--- src/uarx_pkg.sv ---
package uarx_pkg;

  // =====================================================
  // frame sizing
  localparam int unsigned MAX_BITS    = 10;
  localparam int unsigned MIN_BITS    = 5;
  localparam logic [3:0]  LEN_W_MIN   = 4'h5;
  localparam logic [3:0]  LEN_W_MAX   = 4'ha;

  // =====================================================
  // sample indices (samples counted from 1)
  localparam logic [3:0]  LAST_NORMAL = 4'hf;   // samples 1..15, the sixteenth wraps to 0
  localparam logic [3:0]  LAST_DOUBLE = 4'h7;   // samples 1..7, the eighth wraps to 0
  localparam logic [3:0]  MID_NORMAL  = 4'h9;   // centre samples 8,9,10
  localparam logic [3:0]  MID_DOUBLE  = 4'h5;   // centre samples 4,5,6
  localparam logic [3:0]  ONE4        = 4'h1;
  localparam logic [3:0]  ZERO4       = 4'h0;
  localparam logic [15:0] DIV_ZERO    = 16'h0000;
  localparam logic [15:0] DIV_ONE     = 16'h0001;

  typedef enum logic [1:0] {
    UARX_IDLE  = 2'b00,
    UARX_START = 2'b01,
    UARX_BITS  = 2'b10,
    UARX_STOP  = 2'b11
  } uarx_state_t;

  typedef struct packed {
    logic [9:0] data;
    logic       frameErrorFlag;
  } uarx_frame_t;

endpackage : uarx_pkg

--- src/uarx_core.sv ---
`timescale 1ns/100ps
module uarx_core (
  input  wire logic                 ref_clk,
  input  wire logic                 rst_n,
  input  wire logic                 serialRxLine,
  input  wire logic                 doubleSpeedSelect,
  input  wire logic [15:0]          baudDividerValue,
  input  wire logic [3:0]           frameBits,
  output logic                      frameValid,
  output uarx_pkg::uarx_frame_t     frameOut
);
  import uarx_pkg::*;

  // ===================================================
  // synchroniser
  logic lineMeta, lineSync, linePrev;
  logic next_lineMeta, next_lineSync, next_linePrev;

  always_comb begin
    next_lineMeta = serialRxLine;
    next_lineSync = lineMeta;
    next_linePrev = lineSync;
  end

  always_ff @(posedge ref_clk or negedge rst_n) begin
    if (!rst_n) begin
      lineMeta <= 1'b1;
      lineSync <= 1'b1;
      linePrev <= 1'b1;
    end else begin
      lineMeta <= next_lineMeta;
      lineSync <= next_lineSync;
      linePrev <= next_linePrev;
    end
  end

  // ===================================================
  // sample tick from baud divider
  logic [15:0] divCount, next_divCount;
  logic        tick;

  always_comb begin
    tick          = (divCount == DIV_ZERO);
    next_divCount = tick ? baudDividerValue : divCount - DIV_ONE;
  end

  always_ff @(posedge ref_clk or negedge rst_n) begin
    if (!rst_n) begin
      divCount <= DIV_ZERO;
    end else begin
      divCount <= next_divCount;
    end
  end

  // ===================================================
  // recovery state: shared declarations
  uarx_state_t state;
  uarx_state_t next_state;
  logic [3:0]  sampleIdx;
  logic [3:0]  next_sampleIdx;
  logic [3:0]  bitCount;
  logic [3:0]  next_bitCount;
  logic [2:0]  votes;
  logic [2:0]  next_votes;
  logic [9:0]  shiftReg;
  logic [9:0]  next_shiftReg;
  logic        next_frameValid;
  uarx_frame_t next_frameOut;
  logic        lastSample;
  logic        next_lastSample;
  logic        dblHeld;
  logic        next_dblHeld;
  logic [3:0]  lenHeld;
  logic [3:0]  next_lenHeld;
  logic [3:0]  lastIdx;
  logic [3:0]  midIdx;
  logic        busy;
  logic        inCentre;
  logic        voteTick;
  logic        startSeen;
  logic        bitVal;

  // ===================================================
  // helpers
  function automatic logic vote3(input logic [2:0] s);
    vote3 = (s[0] & s[1]) | (s[0] & s[2]) | (s[1] & s[2]);
  endfunction : vote3

  // wrap after the last sample state of a bit
  function automatic logic [3:0] stepIdx(input logic [3:0] idx, input logic [3:0] last);
    stepIdx = (idx == last) ? ZERO4 : idx + ONE4;
  endfunction : stepIdx

  // out-of-range lengths are held to the nearest supported size
  function automatic logic [3:0] clampLen(input logic [3:0] n);
    clampLen = (n < LEN_W_MIN) ? LEN_W_MIN : (n > LEN_W_MAX) ? LEN_W_MAX : n;
  endfunction : clampLen

  // ===================================================
  // start hunt on the tick grid
  always_comb begin
    next_lastSample = tick ? lineSync : lastSample;
    // a high sample then a low one; a line held low never restarts
    startSeen       = tick && lastSample && !lineSync && (state == UARX_IDLE);
  end

  always_ff @(posedge ref_clk or negedge rst_n) begin
    if (!rst_n) begin
      lastSample <= 1'b1;
    end else begin
      lastSample <= next_lastSample;
    end
  end

  // ===================================================
  // speed select and length, held for the whole frame; the baud divider is not held
  // a mid-frame change of speed or length would tear the bit grid
  always_comb begin
    next_dblHeld = dblHeld;
    next_lenHeld = lenHeld;
    if (startSeen) begin
      next_dblHeld = doubleSpeedSelect;
      next_lenHeld = clampLen(frameBits);
    end
  end

  always_ff @(posedge ref_clk or negedge rst_n) begin
    if (!rst_n) begin
      dblHeld <= 1'b0;
      lenHeld <= LEN_W_MAX;
    end else begin
      dblHeld <= next_dblHeld;
      lenHeld <= next_lenHeld;
    end
  end

  // ===================================================
  // sample position decode
  always_comb begin
    // samples per bit set by speed select
    lastIdx  = dblHeld ? LAST_DOUBLE : LAST_NORMAL;
    midIdx   = dblHeld ? MID_DOUBLE : MID_NORMAL;
    // sample number equals sampleIdx; the last sample of a bit wraps to zero
    busy     = (state != UARX_IDLE);
    inCentre = busy && tick && (sampleIdx >= midIdx - ONE4) && (sampleIdx <= midIdx + ONE4);
    voteTick = busy && tick && (sampleIdx == midIdx + ONE4);
    bitVal   = vote3({votes[1:0], lineSync});
  end

  // ===================================================
  // bit timing state machine
  always_comb begin
    next_state     = state;
    next_sampleIdx = sampleIdx;
    next_bitCount  = bitCount;
    if (busy && tick) begin
      next_sampleIdx = stepIdx(sampleIdx, lastIdx);
    end
    case (state)
      UARX_IDLE: begin
        // first low sample is sample one
        if (startSeen) begin
          next_state     = UARX_START;
          next_sampleIdx = ONE4;
        end
      end
      UARX_START: begin
        if (voteTick) begin
          if (bitVal) begin
            next_state     = UARX_IDLE;
            next_sampleIdx = ZERO4;
          end else begin
            next_state    = UARX_BITS;
            next_bitCount = ZERO4;
          end
        end
      end
      UARX_BITS: begin
        if (voteTick) begin
          next_bitCount = bitCount + ONE4;
          if (bitCount + ONE4 == lenHeld) begin
            next_state = UARX_STOP;
          end
        end
      end
      UARX_STOP: begin
        if (voteTick) begin
          // later stops ignored, hunt resumes at once
          next_state     = UARX_IDLE;
          next_sampleIdx = ZERO4;
        end
      end
      default: begin
        next_state = UARX_IDLE;
      end
    endcase
  end

  always_ff @(posedge ref_clk or negedge rst_n) begin
    if (!rst_n) begin
      state     <= UARX_IDLE;
      sampleIdx <= ZERO4;
      bitCount  <= ZERO4;
    end else begin
      state     <= next_state;
      sampleIdx <= next_sampleIdx;
      bitCount  <= next_bitCount;
    end
  end

  // ===================================================
  // centre vote samples
  always_comb begin
    next_votes = votes;
    if (startSeen) begin
      next_votes = '0;
    end else if (inCentre) begin
      next_votes = {votes[1:0], lineSync};
    end
  end

  always_ff @(posedge ref_clk or negedge rst_n) begin
    if (!rst_n) begin
      votes <= '0;
    end else begin
      votes <= next_votes;
    end
  end

  // ===================================================
  // data shift register
  always_comb begin
    next_shiftReg = shiftReg;
    // lsb first, newest bit enters at the top
    if (voteTick && state == UARX_BITS) begin
      next_shiftReg = {bitVal, shiftReg[9:1]};
    end
  end

  always_ff @(posedge ref_clk or negedge rst_n) begin
    if (!rst_n) begin
      shiftReg <= '0;
    end else begin
      shiftReg <= next_shiftReg;
    end
  end

  // ===================================================
  // frame result
  // result holds until the next frame; there is no buffer behind it
  always_comb begin
    next_frameValid = 1'b0;
    next_frameOut   = frameOut;
    if (voteTick && state == UARX_STOP) begin
      // stop vote of zero flags a frame error
      next_frameOut.frameErrorFlag = ~bitVal;
      // data right-justified: drop the unused low slots of the shifter
      next_frameOut.data           = shiftReg >> (4'(MAX_BITS) - lenHeld);
      next_frameValid              = 1'b1;
    end
  end

  always_ff @(posedge ref_clk or negedge rst_n) begin
    if (!rst_n) begin
      frameValid <= 1'b0;
      frameOut   <= '0;
    end else begin
      frameValid <= next_frameValid;
      frameOut   <= next_frameOut;
    end
  end

endmodule : uarx_core

--- config.mk ---
export PLATFORM = sky130hd
export DESIGN_NAME = uarx_core
export DESIGN_NICKNAME = d
export VERILOG_FILES = /design/src/uarx_pkg.sv /design/src/uarx_core.sv
export SDC_FILE = /design/constraint.sdc
export NUM_CORES = 1
export LEC_CHECK = 0
export ABC_AREA = 1
export ABC_CLOCK_PERIOD_IN_PS = 2000
export BUFFER_PORTS_ARGS = -buffer_cell sky130_fd_sc_hd__buf_2
export CAP_MARGIN = 20
export CORE_MARGIN = 1.5
export CORE_UTILIZATION = 50
export CTS_CLUSTER_DIAMETER = 30
export DETAILED_ROUTE_END_ITERATION = 7
export PLACE_DENSITY_LB_ADDON = 0.05
export REMOVE_ABC_BUFFERS = 1
export SETUP_SLACK_MARGIN = 0.05
export SLEW_MARGIN = 20
export SYNTH_ARGS = -nofsm -noshare
export SYNTH_HDL_FRONTEND = slang
export SYNTH_SLANG_ARGS = --single-unit
export TNS_END_PERCENT = 30
--- constraint.sdc ---
create_clock -name ref_clk -period 2 [get_ports ref_clk]
set_clock_uncertainty 0.1 [all_clocks]
set_input_delay 0.4 -clock ref_clk [delete_from_list [all_inputs] [get_ports ref_clk]]
set_output_delay 0.4 -clock ref_clk [all_outputs]
set_load 0.05 [all_outputs]
Yosys cells after proc, flatten, opt, wreduce, memory -nomap -nowiden:

Cells that the tools add are included.

* register bits: 58
* bits of input ports: 24
* output and inout port bits: 12
* logic and storage cells: 86

* $add $sub $neg: 6
* $lt $le $gt $ge: 4
* equal/unequal tests: 12
* shifts and indexed selects: 1
* muxes and demuxes: 26
* bitwise gates (word level): 6
* reduce and logical (&&, ||, !) cells: 17

Operator list (count)
* 4-bit 2-to-1 mux: 13
* 16-bit logical NOT: 1
* 16-bit 2-to-1 mux: 1
* 2-bit 2-to-1 mux: 8
* 16-bit by 1-bit subtractor with 16-bit output (second input constant): 1
* 4-bit by 1-bit adder with 4-bit output (second input constant): 3
* 4-bit == test: 3
* 2-bit inequality test (second input constant): 6
* 4-bit one-hot mux with 3 select lines: 1
* 10-bit by 4-bit >> shifter with 10-bit output: 1
* 1-bit logical AND: 9
* 2-bit one-hot mux with 4 select lines: 1
* 4-bit one-hot mux with 2 select lines: 1
* 2-bit nonzero test: 3
* 5-bit AND reduction: 1
* 2-bit == test (second input constant): 2
* 4-bit >= comparator: 1
* 4-bit greater-than comparator (second input constant): 1
* 4-bit <= comparator: 1
* 4-bit by 3-bit < comparator with 1-bit output (second input constant): 1
* 4-bit AND reduction: 1
* 4-bit by 1-bit subtractor with 4-bit output (second input constant): 1
* 4-bit subtractor (first input constant): 1
* 1-bit bitwise AND: 3
* 6 further kinds: 7

Logic depth before layout (Yosys ltp):

Gate-level depths: netlist of run 1.

* depth after elaboration: 7
* mapped depth: 11
* mapped depth without buffers: 11

Worst setup path before layout of run 1:

No wires, ideal clock.

* kind: reg-to-reg
* from: register divCount[0]
* to: register shiftReg[8]
* setup time: 0.121 ns
* data arrival time: 1.517 ns
* required time: 1.779 ns
* path slack: 0.262 ns
* cell stages (with the launch flop): 11
* path buffers: 1
* clock period less this slack: 1.738 ns
* cells stage by stage: dfrtp_1 -> inv_1 -> ha_1 -> nand2_2 -> nor2_4 -> nand3_4 -> nor2_4 -> nand2_2 -> buf_6 -> nor2_1 -> a21oi_2

* cells in the longest elaborated chain, start to end: 4

Ends and longest elaborated chain
* start, declared: RTL line uarx_core.sv:39 `logic [15:0] divCount, next_divCount;`
* start signal, assigned: RTL line uarx_core.sv:51 `divCount <= next_divCount;`
* 16-bit logical NOT: RTL line uarx_core.sv:43 `tick = (divCount == DIV_ZERO);`
* 1-bit logical AND (2 in a row): RTL line uarx_core.sv:146 `voteTick = busy && tick && (sampleIdx == midIdx + ONE4);`
* 1-bit logical AND: RTL line uarx_core.sv:235 `if (voteTick && state == UARX_BITS) begin`
* end signal, assigned: RTL line uarx_core.sv:244 `shiftReg <= next_shiftReg;`
* end, declared: RTL line uarx_core.sv:65 `logic [9:0] shiftReg;`

Every way passes these cells.
A chain may end at the register's enable or synchronous reset.

Final worst setup path of run 1:

* from: register divCount[0]
* to: register frameOut[8] in the netlist's numbering

* cells in the longest elaborated chain, start to end: 4

Ends and longest elaborated chain
* 16-bit logical NOT: RTL line uarx_core.sv:43
* 1-bit logical AND (2 in a row): RTL line uarx_core.sv:146
* 1-bit logical AND: RTL line uarx_core.sv:254 `if (voteTick && state == UARX_STOP) begin`
* end signal, assigned: RTL line uarx_core.sv:269 `frameOut <= next_frameOut;`
* end, declared: RTL line uarx_core.sv:10 `output uarx_pkg::uarx_frame_t frameOut`

Every way passes these cells.

==> flow_summary.toml, run 1 <==
[status]
outcome = "finished, violations left"
violations = "DRC"

[critical_path]
worst_path_largest_cell_delay_ns = 0.39
rr_endpoint = "frameOut[8]"
crit_type = "register to register"
r2r_start = "divCount[0]"
required_ns = 2.13
cp_slowest_cell = "dfrtp_1"
startpoint_type = "register"
cp_top_family = "simple AND/OR/NAND/NOR gates"
cp_max_fo = 8
crit_arrival_ns = 2.01
ff2ff_setup_slack_ns = 0.12
crit_path_end_kind = "register"
reg2reg_depth = 10
cp_cell_sequence = "inv_2 -> ha_2 -> nand2_2 -> nor2_4 -> nand3_4 -> nor2_4 -> buf_12 -> nand3_2 -> nand2_1 -> nand2_1"
critPathBufInv = 2

[route]
wl_per_cell_microns = 12.61
firstDrtPassIters = 6
drt_wl_total_mm = 7.391
drt_iter0_drc = 131
drc = 3
dr_total_vias = 2903
vias_per_cell = 4.954
ant_nets = 0

[yosys]
synthFlopType = "dfrtp_1"
synth-edff-count = 0
async_flop_share_pct = 100.0
synth_top_family_by_area = "simple AND/OR/NAND/NOR gates"
muxShareOfSynthArea_pct = 0.5935
yosys.area_share.simple_pct = 31.42
synth_cells = 442
netlist_area_sq_um = 3373
ys_types = 35
syn_avg_cell_area_sq_um = 7.632
synth_seq_cells = 58
yosysWarnings = 0
synth-compound-area-share_pct = 10.72
synth-xor-area-share_pct = 4.080
synthAdderAreaFrac_pct = 3.338
ys_seq_area_share_pct = 43.21

[layout]
final_util_pct = 62.85
layout_common_cells = "nand2_1 (132), nor2_1 (55), dfrtp_1 (53), inv_1 (38), buf_2 (35)"
layout.nets = 537
drive_above_1_share_pct = 23.97
final_cells = 586
mostFrequentLayoutCell = "nand2_1"
n_antenna_cell = 0
syn_to_final_growth_pct = 19.66

[cts]
cts-root-buf = "clkbuf_8"
clk_path_buf_depth = 2
clock_sinks = 58
numCtsBuffers = 9
cts.clk_slew.worst_paths_ns = 0.06
clk_latency_ns = 0.34
h-tree-depth = 3
cts_tree = "built"

[pwr]
power_switching_share_pct = 29.84
p_sw_mw = 0.8795
seqPwrFrac_pct = 49.2
cellPowerDensity_nw_per_um2 = 730.3
p_int_mw = 2.068
max-vdd-ir-drop_mv = 0.3763
clkPwrFrac_pct = 34.0
cellLeakagePower_nw = 2.030
combinationalPowerShare_pct = 16.8

[hold_path]
hold_class = "primary input to register"
hold_end = "lineMeta"
hold_depth = 1
min_from = "serialRxLine"

[timing]
report.final.slew_viol_count = 0
rsz0062_at_grt = "true"
fin_setup_tns_ns = 0
fmax_mhz = 532.7
worstMarginPinSlew_ns = 0.4536
min_period_over_period_pct = 93.86
finalHoldViolations = 0
slew-limit-headroom_pct = 69.73
setup_viol = 0
finalHoldWorstSlack_ns = 0.05592
period_minus_slack_ns = 1.877

[job]
cap_violations = 0

[grt]
overflow = 0
grt_max_degree = 35
grt_pass1_vias = 2679
grt_pass1_wl_mm = 12.32
grt_usage_pct = 21.73
antenna_found_initial = 0

[floorplan]
die_h_microns = 85.14
start_util_pct = 52.52
num_rows = 29
ios = 36
dieArea_sq_um = 7248
die_x_microns = 85.14
core-area_sq_um = 6422

[place]
placed_cells = 564
hpwl_mm = 5.212
place_congestion = 0.8939
io_buffers = 35
[worst max path at each step]
stage | start | to | slack, ns | cells past startpoint
after CTS | divCount[0] | frameOut[3] | 0.07 | 10
after global routing | divCount[5] | frameOut[1] | 0.01 | 10
after floorplan | divCount[0] | shiftReg[1] | 0.14 | 9
final | divCount[0] | frameOut[8] | 0.12 | 10
after detailed placement | divCount[0] | shiftReg[3] | 0.06 | 9
after global placement | divCount[0] | shiftReg[3] | 0.10 | 9
[per-stage QoR]
stage | area (sq um) | total power [mW] | setup slack, ns
after global placement | 3734 | 1.907 | 0.1046
after detailed placement | 3734 | 1.911 | 0.05522
after CTS | 3931 | 2.928 | 0.06627
final | 4036 | 2.948 | 0.1228
after global routing | 4036 | 3.110 | 0.01074
after floorplan | 3314 | 1.764 | 0.1402
[area by class of cell]
type | count | area, sq um
Fill cell | 597 | 2386
Multi-Input combinational cell | 333 | 1754
Sequential cell | 58 | 1458
Timing Repair Buffer | 58 | 375.4
Clock buffer | 14 | 172.7
Inverter | 44 | 170.2
Tap cell | 77 | 96.34
Clock inverter | 2 | 10.01
[per-layer routing]
layer  wire, microns  track usage, %
met2            3265           32.83
met1            3677           30.22
met5               0               0
met3             353           5.739
met4              94           7.601
[synthesized netlist by cell type (3+ instances only)]
library cell / n / area (sq um)
a21oi_1: 9 / 45.04
a21oi_2: 3 / 26.28
buf_2: 5 / 25.02
buf_6: 3 / 33.78
dfrtp_1: 53 / 1326
dfstp_2: 5 / 131.4
ha_1: 9 / 112.6
inv_1: 39 / 146.4
inv_2: 5 / 18.77
nand2_1: 136 / 510.5
nand2_2: 4 / 25.02
nand3_1: 26 / 130.1
nand4_1: 3 / 18.77
nor2_1: 60 / 225.2
nor2_2: 4 / 25.02
nor2_4: 3 / 33.78
nor3_1: 3 / 15.01
o21ai_0: 23 / 115.1
o21ai_1: 9 / 45.04
o21ai_2: 10 / 87.58
xnor2_1: 5 / 43.79
xor2_1: 7 / 61.31
[kinds of logic after synthesis]
family / Yosys count
AND/OR/NAND/NOR: 247
AO/OA/AOI/OAI: 60
flip-flops: 58
buffers and inverters: 52
XOR/XNOR: 14
adder cells (fa/ha/maj): 9
multiplexers: 2
[power groups by stage]
stage	Sequential, mW	Clock, mW	Combinational [mW]
after global routing	1.46	1.08	0.563
after global placement	1.45	0	0.460
after CTS	1.43	1.03	0.471
after detailed placement	1.45	0	0.464
final	1.45	1.00	0.495
after floorplan	1.41	0	0.350
[timing repair]
item,in CTS,in global routing
buffers inserted,0,4
setup endpoints to repair,3,35
endpoints found under the hold margin,11,0
gates resized for setup,1,17
hold buffers,1,0
pin swaps,0,9
cloned,0,1
[flip-flops by register name, indices dropped and copies added, names as in the netlist, named ones only]
signal      flops
lineMeta        1
dblHeld         1
lastSample      1
shiftReg       10
state           1
divCount       16
votes           2
lenHeld         4
frameValid      1
bitCount        4
lineSync        1
frameOut       11
sampleIdx       4
[worst reg2reg max path: stages, from the launching register on]
cell     delay, ns
dfrtp_1       0.39
inv_2         0.08
ha_2          0.20
nand2_2       0.08
nor2_4        0.16
nand3_4       0.11
nor2_4        0.13
buf_12        0.14
nand3_2       0.19
nand2_1       0.12
nand2_1       0.06
Note: power is estimated with default switching activity, not from simulation.
==> run 2: changes to the inputs <==
--- a/config.mk
+++ b/config.mk
@@ -13,9 +13,10 @@
 export CORE_UTILIZATION = 50
 export CTS_CLUSTER_DIAMETER = 30
 export DETAILED_ROUTE_END_ITERATION = 7
-export PLACE_DENSITY_LB_ADDON = 0.05
+export PLACE_DENSITY = 0.81
 export REMOVE_ABC_BUFFERS = 1
 export SETUP_SLACK_MARGIN = 0.05
+export SKIP_LAST_GASP = 1
 export SLEW_MARGIN = 20
 export SYNTH_ARGS = -nofsm -noshare
 export SYNTH_HDL_FRONTEND = slang
==> run 2 against run 1 <==
The run still ends with DRC left. Sequential share of layout area fell by 0.18 points. Cell count fell by 0.85%. Clock power rose by 42%. Via count increased by 2.1%. First-iteration DRC count grew 58%. Global-route usage increased by 0.059 points. Register-to-register slack gained 0.04 ns. Sequential power barely moved. Cell area rose by 0.50%.
==> flow_summary.toml, run 2 (same netlist as run 1, synthesis figures left out) <==
[status]
outcome = "finished, violations left"
violations = "DRC"

[grt]
top_usage_layer = "met2"
use_met1_pct = 27.40
grt_usage_pct = 21.79
grt.met3_usage_pct = 7.101
use_met2_pct = 35.50
grt_pass1_vias = 2863
antenna_found_initial = 0
grt_max_degree = 32
overflow = 0
grt_pass1_wl_mm = 12.50

[place]
place_congestion = 0.8995
placed_cells = 562
pre_cts_ws_ns = 0.004122
hpwl_mm = 5.244
io_buffers = 35
placed_cell_area_sq_um = 3719

[floorplan]
num_rows = 29
start_util_pct = 52.52
ios = 36
die_x_microns = 85.14
dieArea_sq_um = 7248
core-area_sq_um = 6422
die_h_microns = 85.14

[layout]
top_register = "divCount"
final_area_sq_um = 4056
final_cells = 581
reg.largest.list = "divCount: 16 flops, frameOut: 11 flops, shiftReg: 10 flops"
mostFrequentLayoutCell = "nand2_1"
syn_to_final_growth_pct = 20.25
final_util_pct = 63.16
layout.nets = 533
largest_reg_flops = 16
layout_common_cells = "nand2_1 (134), nor2_1 (57), dfrtp_1 (53), inv_1 (38), buf_2 (35)"
drive_above_1_share_pct = 23.21
n_antenna_cell = 0

[timing]
report.final.slew_viol_count = 0
fmax_mhz = 543.6
period_minus_slack_ns = 1.839
rsz0062_at_grt = "true"
finalHoldWorstSlack_ns = 0.04903
worstMarginPinSlew_ns = 0.4700
finalHoldViolations = 0
setup_viol = 0
layout_setup_ws_ns = 0.1605
min_period_over_period_pct = 91.97
fin_setup_tns_ns = 0
slew-limit-headroom_pct = 68.43

[route]
vias_per_cell = 5.100
wl_per_cell_microns = 12.49
firstDrtPassIters = 6
drt_iter0_drc = 207
ant_nets = 0
dr_total_vias = 2963
drt_wl_total_mm = 7.254
drc = 2

[critical_path]
cp_cell_sequence = "ha_2 -> inv_1 -> nand2_1 -> o21ai_0 -> nand2_1 -> nand2_1 -> nand2_1 -> nand2_1 -> nand2_1 -> nand2_1"
critPathBufInv = 1
ff2ff_setup_slack_ns = 0.16
worst_path_largest_cell_delay_ns = 0.56
cp_max_fo = 9
crit_path_end_kind = "register"
cp_slowest_cell = "dfstp_2"
startpoint_type = "register"
required_ns = 2.19
cp_top_family = "flip-flops"
crit_type = "register to register"
crit_arrival_ns = 2.03
crit_top_cell = "nand2_1"

[job]
cap_violations = 0

[cts]
cts.clk_slew.worst_paths_ns = 0.07
h-tree-depth = 3
numCtsBuffers = 9
clk_path_buf_depth = 2
cts-root-buf = "clkbuf_8"
cts_tree = "built"
clock_sinks = 58
clk_latency_ns = 0.35

[pwr]
cellPowerDensity_nw_per_um2 = 824.9
cellLeakagePower_nw = 2.064
max-vdd-ir-drop_mv = 0.4498
power_mw = 3.346

[hold_path]
hold_class = "primary input to register"
## run 2: cell types whose count changed in the layout (fill, tap and decap cells not counted), sizes merged
cell / change
buf: -3
nand3: -1
clkbuf: -5
bufinv: +4
## run 2: layout make-up
cell class / count / area (sq um)
fillers: 533 / 2366
multi-input cells: 332 / 1730
flip-flops and latches: 58 / 1458
repair buffers: 55 / 352.8
inverters: 44 / 165.2
clock inverters: 6 / 130.1
clock buffers: 9 / 123.9
well taps: 77 / 96.34
## run 2: power breakdown
group | leakage [nW] | internal, mW | switching, mW | total (mW)
logic | 1.19 | 0.222 | 0.284 | 0.506
clock network | 0.129 | 0.942 | 0.477 | 1.42
registers | 0.740 | 1.30 | 0.122 | 1.42
## run 2: worst reg2reg max path, cell delays in order (launching register included)
cell and delay (ns):
dfstp_2 0.56, ha_2 0.35, inv_1 0.21, nand2_1 0.07, o21ai_0 0.12, nand2_1 0.08
nand2_1 0.06, nand2_1 0.05, nand2_1 0.07, nand2_1 0.06, nand2_1 0.07
## run 2: what timing repair did
item	4_1_cts	5_1_grt
resized for setup	1	11
hold buffers	1	0
setup buffers	0	3
pin swaps	0	4
endpoints found under the hold margin	12	0
endpoints found under the setup margin	7	33
## run 2: final timing paths
kind / start / endpoint / cells after the start
max: lenHeld[1] / frameOut[1] / 10
min: serialRxLine / lineMeta / 1
max reg2reg: lenHeld[1] / frameOut[1] / 10
min reg2reg: lineMeta / lineSync / 0
max in group asynchronous: rst_n / lastSample / 3
min in group asynchronous: rst_n / sampleIdx[3] / 2
## run 2: per-layer routing
layer | routed length [microns] | vias up
met5 | 0 | -
met4 | 89 | 0
met3 | 393 | 8
met2 | 3482 | 69
met1 | 3288 | 1369
li1 | - | 1517
